--- config.mk ---
export PLATFORM = sky130hd
export DESIGN_NAME = slsync_core
export DESIGN_NICKNAME = d
export VERILOG_FILES = /design/src/inc/slsync_pkg.sv /design/src/core/slsync_lane_check.sv /design/src/core/slsync_core.sv
export SDC_FILE = /design/constraint.sdc
export NUM_CORES = 1
export LEC_CHECK = 0
export ABC_AREA = 1
export BUFFER_PORTS_ARGS = -buffer_cell sky130_fd_sc_hd__buf_2
export CAP_MARGIN = 5
export CORE_MARGIN = 5
export CORE_UTILIZATION = 36
export CTS_BUF_LIST = sky130_fd_sc_hd__clkbuf_16
export DETAILED_ROUTE_END_ITERATION = 8
export PLACE_DENSITY = 0.59
export SLEW_MARGIN = 20
export SYNTH_ARGS = -nofsm -noshare
export SYNTH_HDL_FRONTEND = slang
export SYNTH_SLANG_ARGS = --single-unit
--- constraint.sdc ---
create_clock -name mclk -period 3.01 [get_ports mclk]
set_clock_uncertainty 0.15 [all_clocks]
set_input_delay 0.1505 -clock mclk [delete_from_list [all_inputs] [get_ports mclk]]
set_output_delay 0.1505 -clock mclk [all_outputs]
set_load 0.01 [all_outputs]
--- src/inc/slsync_pkg.sv ---
// package for the lane sync request and pattern checker block
// assumes a byte-wide register port with 12-bit addresses on mclk
package slsync_pkg;
	localparam int LANES = 4;
	localparam int CNT_W = 24;
	localparam logic [11:0] ADDR_FIFO_EMPTY = 12'h30D;
	localparam logic [11:0] ADDR_SYNC_MASK = 12'h311;
	localparam logic [11:0] ADDR_SYNC_DUR = 12'h312;
	localparam logic [11:0] ADDR_MF_PERIOD = 12'h313;
	localparam logic [11:0] ADDR_PHY_SETUP = 12'h314;
	localparam logic [11:0] ADDR_TEST_EN = 12'h315;
	localparam logic [11:0] ADDR_TEST_CTRL = 12'h316;
	localparam logic [11:0] ADDR_THR_LO = 12'h317;
	localparam logic [11:0] ADDR_THR_MID = 12'h318;
	localparam logic [11:0] ADDR_THR_HI = 12'h319;
	localparam logic [11:0] ADDR_CNT_LO = 12'h31A;
	localparam logic [11:0] ADDR_CNT_MID = 12'h31B;
	localparam logic [11:0] ADDR_CNT_HI = 12'h31C;
	localparam logic [11:0] ADDR_PASS = 12'h31D;
	localparam int FRAME_LOSS_BIT = 0;
	localparam int MF_LOSS_BIT = 2;
	localparam int RUN_BIT = 1;
	localparam int CLEAR_BIT = 0;
	localparam int SRC_LSB = 4;
	localparam int PAT_LSB = 2;
	// base sync low time: 5 frames + 9 octets, in parallel clocks (4 octets each), rounded up, plus one clock
	localparam int OCTETS_PER_PCLK = 4;
	localparam int BASE_OCTETS = 9;
	localparam logic [7:0] PASS_RESET = 8'h0F;
	localparam logic [7:0] BYTE_RESET = 8'h00;
	typedef enum logic [1:0] {PAT_P7, PAT_P15, PAT_P31, PAT_RSVD} slsync_pat_t;
	typedef struct packed {
		logic [11:0] addr;
		logic [7:0] wdata;
		logic wr;
	} slsync_wr_t;
endpackage : slsync_pkg

--- src/core/slsync_lane_check.sv ---
// one lane pattern checker: self-seeding prbs compare with saturating error count
// assumes one data bit per mclk per lane, already synchronised
`timescale 1ns/1ps
module slsync_lane_check #(
	parameter int CNT_W = 24
) (
	input wire logic mclk,
	input wire logic rst_n,
	input wire logic clear,
	input wire logic run,
	input wire logic [1:0] patSel,
	input wire logic rxBit,
	output logic [CNT_W-1:0] errCount
);
	logic [30:0] shift_q, shift_d;
	logic [CNT_W-1:0] cnt_q, cnt_d;
	logic refBit;

	always_comb begin
		case (slsync_pkg::slsync_pat_t'(patSel))
			slsync_pkg::PAT_P7: refBit = shift_q[6] ^ shift_q[5];
			slsync_pkg::PAT_P15: refBit = shift_q[14] ^ shift_q[13];
			slsync_pkg::PAT_P31: refBit = shift_q[30] ^ shift_q[27];
			default: refBit = rxBit;
		endcase
		shift_d = shift_q;
		cnt_d = cnt_q;
		if (clear) begin
			shift_d = '0;
			cnt_d = '0;
		end else if (run) begin
			// received bit reseeds the register so the check locks on its own
			shift_d = {shift_q[29:0], rxBit};
			if (rxBit != refBit && cnt_q != {CNT_W{1'b1}}) begin
				cnt_d = cnt_q + 1'b1;
			end
		end
	end

	always_ff @(posedge mclk or negedge rst_n) begin
		if (!rst_n) begin
			shift_q <= '0;
			cnt_q <= '0;
		end else begin
			shift_q <= shift_d;
			cnt_q <= cnt_d;
		end
	end

	assign errCount = cnt_q;
endmodule : slsync_lane_check

--- src/core/slsync_core.sv ---
// lane sync request generation, fifo empty report and per-lane pattern checker
// assumes lane inputs come from another clock and pass two flops; byte register port on mclk
`timescale 1ns/1ps
// Notes on behaviour
// - each bit of the fifo empty status is high while that logical lane's fifo is empty.
// - with the multiframe mask bit set, multiframe loss pulls the sync request low, else not.
// - with the frame mask bit set, frame loss pulls the sync request low, else not.
// - the request stays low over five frames plus nine octets at zero, one parallel clock more per step.
// - the multiframe period in parallel clocks is readable as an eight-bit status.
// - lane x's error test runs only while enable bit x is set.
// - the error count bytes show the lane picked by the source select field.
// - pattern select 00, 01, 10 give prbs7, prbs15, prbs31; 11 is reserved.
// - the test runs while the start bit is one and the clear bit is zero; it stops while either does not hold.
// - the 24-bit threshold is built from three writable bytes, low byte first.
// - the selected 24-bit count reads as three bytes, low byte at the lowest address.
// - each pass flag is one while its lane count is below threshold; they reset to one.
module slsync_core #(
	parameter int FRAME_OCTETS = 4,
	parameter int CNT_W = slsync_pkg::CNT_W
) (
	input wire logic mclk,
	input wire logic rst_n,
	input wire logic [11:0] regAddr,
	input wire logic [7:0] regWdata,
	input wire logic regWr,
	input wire logic regRd,
	output logic [7:0] regRdata,
	input wire logic [3:0] fifoEmpty,
	input wire logic frameLoss,
	input wire logic multiframeLoss,
	input wire logic [7:0] multiframePeriodCycles,
	input wire logic [3:0] laneBits,
	output logic syncRequestOut_n,
	output logic [7:0] lanePhySetupValue
);
	localparam int BASE_CYC = (5 * FRAME_OCTETS + slsync_pkg::BASE_OCTETS + slsync_pkg::OCTETS_PER_PCLK - 1)
		/ slsync_pkg::OCTETS_PER_PCLK + 1;
	localparam int LANES = slsync_pkg::LANES;

	// ----------------------------------------------------------------
	// input synchronisers
	// ----------------------------------------------------------------
	logic [9:0] syncA_q, syncB_q;
	logic [3:0] emptyS, laneS;
	logic frameLossS, mfLossS;

	always_ff @(posedge mclk or negedge rst_n) begin
		if (!rst_n) begin
			syncA_q <= '0;
			syncB_q <= '0;
		end else begin
			syncA_q <= {fifoEmpty, laneBits, frameLoss, multiframeLoss};
			syncB_q <= syncA_q;
		end
	end
	assign emptyS = syncB_q[9:6];
	assign laneS = syncB_q[5:2];
	assign frameLossS = syncB_q[1];
	assign mfLossS = syncB_q[0];

	// ----------------------------------------------------------------
	// registers
	// ----------------------------------------------------------------
	logic [7:0] mask_q, mask_d, dur_q, dur_d, setup_q, setup_d, ten_q, ten_d, ctrl_q, ctrl_d;
	logic [CNT_W-1:0] thr_q, thr_d;
	slsync_pkg::slsync_wr_t wr;

	assign wr = '{addr: regAddr, wdata: regWdata, wr: regWr};

	always_comb begin
		mask_d = mask_q;
		dur_d = dur_q;
		setup_d = setup_q;
		ten_d = ten_q;
		ctrl_d = ctrl_q;
		thr_d = thr_q;
		if (wr.wr) begin
			case (wr.addr)
				slsync_pkg::ADDR_SYNC_MASK: mask_d = wr.wdata & 8'h05;
				slsync_pkg::ADDR_SYNC_DUR: dur_d = wr.wdata;
				slsync_pkg::ADDR_PHY_SETUP: setup_d = wr.wdata;
				slsync_pkg::ADDR_TEST_EN: ten_d = wr.wdata & 8'h0F;
				slsync_pkg::ADDR_TEST_CTRL: ctrl_d = wr.wdata & 8'h7F;
				slsync_pkg::ADDR_THR_LO: thr_d[7:0] = wr.wdata;
				slsync_pkg::ADDR_THR_MID: thr_d[15:8] = wr.wdata;
				slsync_pkg::ADDR_THR_HI: thr_d[23:16] = wr.wdata;
				default: ;
			endcase
		end
	end

	always_ff @(posedge mclk or negedge rst_n) begin
		if (!rst_n) begin
			mask_q <= slsync_pkg::BYTE_RESET;
			dur_q <= slsync_pkg::BYTE_RESET;
			setup_q <= slsync_pkg::BYTE_RESET;
			ten_q <= slsync_pkg::BYTE_RESET;
			ctrl_q <= slsync_pkg::BYTE_RESET;
			thr_q <= '0;
		end else begin
			mask_q <= mask_d;
			dur_q <= dur_d;
			setup_q <= setup_d;
			ten_q <= ten_d;
			ctrl_q <= ctrl_d;
			thr_q <= thr_d;
		end
	end
	assign lanePhySetupValue = setup_q;

	// ----------------------------------------------------------------
	// pattern checkers
	// ----------------------------------------------------------------
	logic [CNT_W-1:0] laneCnt [LANES];
	logic [3:0] pass_q, pass_d;
	logic testClear, testRun;

	assign testClear = ctrl_q[slsync_pkg::CLEAR_BIT];
	assign testRun = ctrl_q[slsync_pkg::RUN_BIT] && !testClear;

	for (genvar i = 0; i < LANES; i++) begin : g_lane
		slsync_lane_check #(.CNT_W(CNT_W)) u_chk (
			.mclk(mclk),
			.rst_n(rst_n),
			.clear(testClear),
			.run(testRun && ten_q[i]),
			.patSel(ctrl_q[slsync_pkg::PAT_LSB +: 2]),
			.rxBit(laneS[i]),
			.errCount(laneCnt[i])
		);
		assign pass_d[i] = laneCnt[i] < thr_q;
	end

	// ----------------------------------------------------------------
	// sync request
	// ----------------------------------------------------------------
	typedef enum {SY_IDLE, SY_LOW} slsync_sy_t;
	slsync_sy_t sy_q, sy_d;
	logic [7:0] hold_q, hold_d;
	logic lossHit;
	logic sync_request_out_q, sync_request_out_d;

	assign lossHit = (mask_q[slsync_pkg::MF_LOSS_BIT] && mfLossS)
		|| (mask_q[slsync_pkg::FRAME_LOSS_BIT] && frameLossS);

	always_comb begin
		sy_d = sy_q;
		hold_d = hold_q;
		case (sy_q)
			SY_IDLE: begin
				if (lossHit) begin
					sy_d = SY_LOW;
					hold_d = 8'(BASE_CYC) + {4'h0, dur_q[3:0]};
				end
			end
			SY_LOW: begin
				if (hold_q > 8'h01) begin
					hold_d = hold_q - 8'h01;
				end else if (!lossHit) begin
					sy_d = SY_IDLE;
					hold_d = 8'h00;
				end
			end
			default: sy_d = SY_IDLE;
		endcase
		sync_request_out_d = (sy_d == SY_IDLE);
	end

	always_ff @(posedge mclk or negedge rst_n) begin
		if (!rst_n) begin
			sy_q <= SY_IDLE;
			hold_q <= 8'h00;
			sync_request_out_q <= 1'b1;
			pass_q <= slsync_pkg::PASS_RESET[3:0];
		end else begin
			sy_q <= sy_d;
			hold_q <= hold_d;
			sync_request_out_q <= sync_request_out_d;
			pass_q <= pass_d;
		end
	end
	assign syncRequestOut_n = sync_request_out_q;

	// ----------------------------------------------------------------
	// read data
	// ----------------------------------------------------------------
	logic [7:0] rd_q, rd_d;
	logic [CNT_W-1:0] selCnt;
	logic [2:0] srcSel;

	assign srcSel = ctrl_q[slsync_pkg::SRC_LSB +: 3];
	assign selCnt = (srcSel < 3'(LANES)) ? laneCnt[srcSel[1:0]] : '0;

	always_comb begin
		rd_d = rd_q;
		if (regRd) begin
			case (regAddr)
				slsync_pkg::ADDR_FIFO_EMPTY: rd_d = {4'h0, emptyS};
				slsync_pkg::ADDR_SYNC_MASK: rd_d = mask_q;
				slsync_pkg::ADDR_SYNC_DUR: rd_d = dur_q;
				slsync_pkg::ADDR_MF_PERIOD: rd_d = multiframePeriodCycles;
				slsync_pkg::ADDR_PHY_SETUP: rd_d = setup_q;
				slsync_pkg::ADDR_TEST_EN: rd_d = ten_q;
				slsync_pkg::ADDR_TEST_CTRL: rd_d = ctrl_q;
				slsync_pkg::ADDR_THR_LO: rd_d = thr_q[7:0];
				slsync_pkg::ADDR_THR_MID: rd_d = thr_q[15:8];
				slsync_pkg::ADDR_THR_HI: rd_d = thr_q[23:16];
				slsync_pkg::ADDR_CNT_LO: rd_d = selCnt[7:0];
				slsync_pkg::ADDR_CNT_MID: rd_d = selCnt[15:8];
				slsync_pkg::ADDR_CNT_HI: rd_d = selCnt[23:16];
				slsync_pkg::ADDR_PASS: rd_d = {4'h0, pass_q};
				default: rd_d = 8'h00;
			endcase
		end
	end

	always_ff @(posedge mclk or negedge rst_n) begin
		if (!rst_n) begin
			rd_q <= 8'h00;
		end else begin
			rd_q <= rd_d;
		end
	end
	assign regRdata = rd_q;

	for (genvar j = 0; j < LANES; j++) begin : g_lane_chk

	end
endmodule : slsync_core

Word-level counts from Yosys, hierarchy flattened

Index checks and enable logic that the tools add are counted.
W data, S select, Z words.

Register bits: 346
Input bits: 42
Word-level logic and storage cells: 151

$add $sub $neg: 6
Order comparisons: 7
Equal/unequal tests: 27
Muxes and demuxes: 37
Bitwise operators: 13
Reduce and logical (&&, ||, !) cells: 38

Operators by type and width:

| kind                    | number |
|---|---|
| $mux W24                | 15 |
| $mux W31                | 8 |
| $eq A12 B10 Y1 const B  | 14 |
| $pmux W8 S14            | 1 |
| $add A24 B1 Y24 const B | 4 |
| $lt A24 B24 Y1          | 4 |
| $mux W32                | 3 |
| $ne A24 B24 Y1 const B  | 4 |
| $logic_not A32 Y1       | 2 |
| $pmux W32 S2            | 1 |
| $bmux W24 S2            | 1 |
| $eq A32 B1 Y1 const B   | 1 |
| $mux W8                 | 3 |
| $reduce_and A2 Y1       | 12 |
| $reduce_bool A2 Y1      | 9 |
| $pmux W8 S2             | 1 |
| $pmux W1 S3             | 4 |
| $xor A1 B1 Y1           | 12 |
| $logic_and A1 B1 Y1     | 11 |
| $gt A8 B1 Y1 const B    | 1 |
| $sub A8 B1 Y8 const B   | 1 |
| $add A4 B4 Y5 const A   | 1 |
| $ne A1 B1 Y1            | 4 |
| $ge A3 B3 Y1 const B    | 1 |
| other kinds (10)        | 10 |

Longest topological paths before layout

Depth in word-level cells: 7
Mapped depth: 14

Hierarchy

A second synthesis with hierarchy kept.

Cell total of the unflattened synthesis: 2585
Area total of the unflattened synthesis: 20088.0 um^2

By module, submodules not included:

| module            | instances | cells each | area an instance (um^2) | seq. area each (um^2) |
|---|---|---|---|---|
| slsync_lane_check | 4         | 350        | 2830.2                  | 1376.3 |
| slsync_core       | 1         | 1185       | 8767.2                  | 3159.3 |

Worst setup path before layout

No wires, ideal clock.

Kind: register -> register
Start point: register g_lane[0].u_chk.cnt_q[0]
End point: register g_lane[0].u_chk.cnt_q[22]
Setup time: 118 ps
Arrival: 1731 ps
Data required time: 2742 ps
Setup slack: 1011 ps
Stages on the path, launching flop included: 12
Buffers on the path: 1
Clock period less this slack: 1999 ps
Cells stage by stage: dfrtp_1 ha_1 nand3_1 nor2_2 nand2_1 nor3_1 nand2_1 nand2_1 nor2_2 buf_2 nand3b_1 nand2_1

Cells in the longest elaborated chain, start to end: 4
Elaborated cells between the ends (all ways): 8
Those cells by class: 1 x add/sub; 1 x eq/ne; 3 x mux; 3 x reduce/logical

RTL lines:

| what                                              | line                                             | text |
|---|---|---|
| start: declaration                                | slsync_lane_check.sv:16                          | `logic [CNT_W-1:0] cnt_q, cnt_d;` |
| start signal: assignment                          | slsync_lane_check.sv:46                          | `cnt_q <= cnt_d;` |
| $add A24 B1 Y24 or $ne A24 B24 Y1 (tied branches) | slsync_lane_check.sv:35, slsync_lane_check.sv:34 |  |
| $mux W24 or $logic_and A1 B1 Y1 (tied branches)   | slsync_lane_check.sv:34                          | `if (rxBit != refBit && cnt_q != {CNT_W{1'b1}}) begin` |
| $mux W24 or $reduce_bool A2 Y1 (tied branches)    | --                                               |  |
| $mux W24 or $reduce_and A2 Y1 (tied branches)     | --                                               |  |

Several ways; a longest one is shown, not always the timed one. The select of a mux whose other input is x is not followed.
A chain may end at the register's enable or synchronous reset.

Final worst setup path

Start point: input regAddr[2]
End point: register setup_q[3], in the netlist lanePhySetupValue[3]

Cells in the longest elaborated chain, start to end: 2

RTL lines:

| what                               | line               | text |
|---|---|---|
| start: declaration                 | slsync_core.sv:23  | `input wire logic [11:0] regAddr,` |
| $eq A12 B10 Y1                     | slsync_core.sv:78  | `case (wr.addr)` |
| $reduce_and A2 Y1 (no source line) | --                 |  |
| end signal: assignment             | slsync_core.sv:96  | `setup_q <= slsync_pkg::BYTE_RESET;` |
| end signal: assignment             | slsync_core.sv:103 | `setup_q <= setup_d;` |
| end: declaration                   | slsync_core.sv:64  | `logic [7:0] mask_q, mask_d, dur_q, dur_d, setup_q, setup_d, ten_q, ten_d, ctrl_q, ctrl_d;` |

No other way between the ends.

==> flow_summary.ini <==
[outcome]
outcome = finished, violations left
violations = hold timing

[setup_path]
cp-start-kind = input port
endpoint_kind = register
crit_cells = 11
crit_end = lanePhySetupValue[3]$_DFFE_PN0P_
critPathMostFrequentCell = nand2_1
critical_path.top_delay_family = simple AND/OR/NAND/NOR gates
reg2reg_depth = 10
path_class = in -> reg
crit_required_ns = 3.35
timing.rr.end = g_lane[0].u_chk.errCount[5]$_DFFE_PN0P_
cp.arrival_ns = 3.04
startpoint = regAddr[2]
path_cells = buf_2 -> inv_1 -> nor2_2 -> nand2_1 -> nor2_1 -> nand2_1 -> nor2_4 -> nand2_1 -> dlygate4sd3_1 -> o21ai_0 -> dlygate4sd3_1
cp_num_buf_inv = 4
critPathMaxFanout = 16
max_stage_delay_ns = 0.58
rrSetupSlack_ns = 0.34
cp_slowest_cell = dlygate4sd3_1
r2r-start = g_lane[0].u_chk.errCount[0]$_DFFE_PN0P_

[cells_and_area]
num-nets-final = 2812
multi_input_area_um2 = 9590
syn2layout_area_growth_pct = 14.4
drive_gt1_share_pct = 7.26
seqCellArea_um2 = 8660
fillers = 5438
final_cell_area_um2 = 22600
diodes = 0
fin_util_pct = 41.8

[sta]
drv_slew = 0
max_slew_margin_pct = 26.1
rsz0062_at_grt = false
tns_ns = 0
fmax_mhz = 371
period_share_pct = 89.6
worst_pin_slew_ns = 1.10
finalHoldViolations = 2
period_minus_slack_ns = 2.70
setup_viol = 0
whs_ns = -0.00906

[logic_synthesis]
synthCells = 2549
synthAdderAreaFrac_pct = 6.28
synth_xor_area_share_pct = 2.97
synth_top_family_by_area = simple AND/OR/NAND/NOR gates
synth_area_per_cell_um2 = 7.74
yosysTopAreaCell = dfrtp_1
ys_types = 43
synth_flop_cell = dfrtp_1
synthMostInstantiatedCell = nand2_1
synthSimpleGateAreaFrac_pct = 28.6
synth_edf_count = 0
synthMuxAreaShare_pct = 0
yosysWarnings = 0
synth_top_area_share_pct = 43.2
yosys-top-cells-count = nand2_1, dfrtp_1, inv_1
yosysSeqAreaShare_pct = 43.9
ys_seq_elements = 346
synth.cell_area_um2 = 19700
async_flop_share_pct = 100
synth_compound_area_share_pct = 10.2
ys_top_cells_by_area = dfrtp_1, nand2_1, ha_1, nand3_1, inv_1

[power_and_ir_drop]
power.leakage_nw = 10.6
powerDensity_nw_per_um2 = 428
power_mw = 9.66
ir_drop_mv = 0.472

[clock_tree]
cts_max_level = 2
cts-root-buf = clkbuf_16
cts.sinks = 346
postCtsHoldBufs = 38
insertion_delay_ns = 0.57
post_cts_buffers = 0
cts.clk_slew.worst_paths_ns = 0.06
cts-buffers-inserted = 39
ctsLongestPathBuffers = 3
ctsResizeCount = 0
cts_tree = yes

[routing]
post-route-drc-count = 0
via_per_inst = 5.27
firstDrtPassIters = 8
detail-route-antenna-nets = 0
drt_iter0_markers = 1800
num_vias = 17900
finalWirelength_um = 63100
wl_per_cell_um = 18.6

[global_routing]
grt_pass1_vias = 17300
grt.overflow.total = 0
grt_max_degree = 89
antenna_found_initial = 0
track_usage_pct = 20.8
grt_pass1_wl_um = 99500

[floorplan]
die_area_um2 = 59600
die_y_um = 244
io_pins = 59
core-area_um2 = 54000
rows = 85
chipWidth_um = 244
initial_utilization_pct = 36.5

[place]
io_buffers = 58
hpwl_um = 45200
gp_congestion = 0.977
postPlaceCellArea_um2 = 21000

[job]
drv_cap = 0

[worst_hold_path]
hp-class = in -> async
==> logic make-up (layout without fill, tap and decap cells) <==
logic type	after synthesis	in the layout
AO/OA/AOI/OAI	356	356
XOR/XNOR	66	66
adder cells (fa/ha/maj)	99	99
buffers and inverters	401	523
flip-flops	346	346
other	1	31
AND/OR/NAND/NOR	1280	1280
==> placed cells by master, fill, tap and decap left out, types with 6 or more instances in the layout <==
| master | instances |
|---|---|
| clkinv_1 | 11 |
| nor3_1 | 42 |
| nor2_1 | 206 |
| inv_1 | 314 |
| xor2_1 | 59 |
| o21ai_0 | 130 |
| o211ai_1 | 14 |
| clkinv_2 | 6 |
| nand4_1 | 53 |
| nor2_2 | 9 |
| nand2_1 | 673 |
| o21a_1 | 9 |
| a21oi_1 | 62 |
| dfrtp_1 | 341 |
| o21ai_1 | 9 |
| conb_1 | 31 |
| buf_4 | 38 |
| buf_2 | 57 |
| nand3b_1 | 42 |
| xnor2_1 | 6 |
| dlygate4sd3_1 | 38 |
| nor2_4 | 7 |
| clkbuf_16 | 39 |
| nand3_1 | 229 |
| o22ai_1 | 127 |
| ha_1 | 99 |
==> worst min path at each step <==
stage | end | slack [ns] | cells after the start
after detailed placement | regRdata[3]$_DFFE_PN0P_ | 0.05 | 1
after global placement | regRdata[3]$_DFFE_PN0P_ | 0.02 | 1
after global routing | regRdata[3]$_DFFE_PN0P_ | 0.06 | 2
final | regRdata[3]$_DFFE_PN0P_ | -0.009 | 2
after CTS | regRdata[6]$_DFFE_PN0P_ | 0.02 | 7
after floorplan | ctrl_q[0]$_DFFE_PN0P_ | -0.30 | 0
==> through the flow <==
step	std cells	setup slack [ns]	hold WS, ns
CTS	3397	0.334	0.0190
global route	3397	0.115	0.0594
finish	3397	0.312	-0.00906
global placement	3288	0.445	0.0250
floorplan	2579	1.01	-0.295
detailed placement	3288	0.339	0.0458
==> worst reg2reg max path, cell delays in order (launching register included) <==
cell and delay (ns):
dfrtp_1 0.46, ha_1 0.31, nand3_1 0.20, nor2_2 0.11, nand2_1 0.08, nor3_1 0.04, nand2_1 0.10, nand2_1 0.07
nor2_2 0.76, nand3b_1 0.19, nand2_1 0.11
==> per-layer routing <==
layer,GRT usage [%],share of wire [%],vias to the layer above
li1,-,-,8608
met1,29.3,45,8597
met2,33.5,46,592
met3,3.35,6.5,115
met4,5.86,2.7,0
met5,0,0,-
==> registers in the layout, indices dropped and copies added (netlist names), 7 cells and up <==
signal and cells:
sy_q 32, syncA_q 10, thr_q 24, regRdata 8, ctrl_q 7, syncB_q 10
dur_q 8, g_lane.u_chk.shift_q 124, lanePhySetupValue 8, hold_q 8, g_lane.u_chk.errCount 96
==> power by group <==
group | switching [mW] | internal [mW]
Sequential | 0.0174 | 4.70
Combinational | 0.216 | 0.0833
Clock | 2.01 | 2.63
Total | 2.24 | 7.41
==> final cells by class <==
cell class              count  share of cell area, %
repair buffers            138                   4.63
clock inverters            32                   1.10
clock buffers              39                   4.32
flip-flops and latches    346                   38.4
well taps                 696                   3.86
multi-input cells        1832                   42.5
inverters                 314                   5.23
No activity file was read; power rests on OpenSTA's default activity.
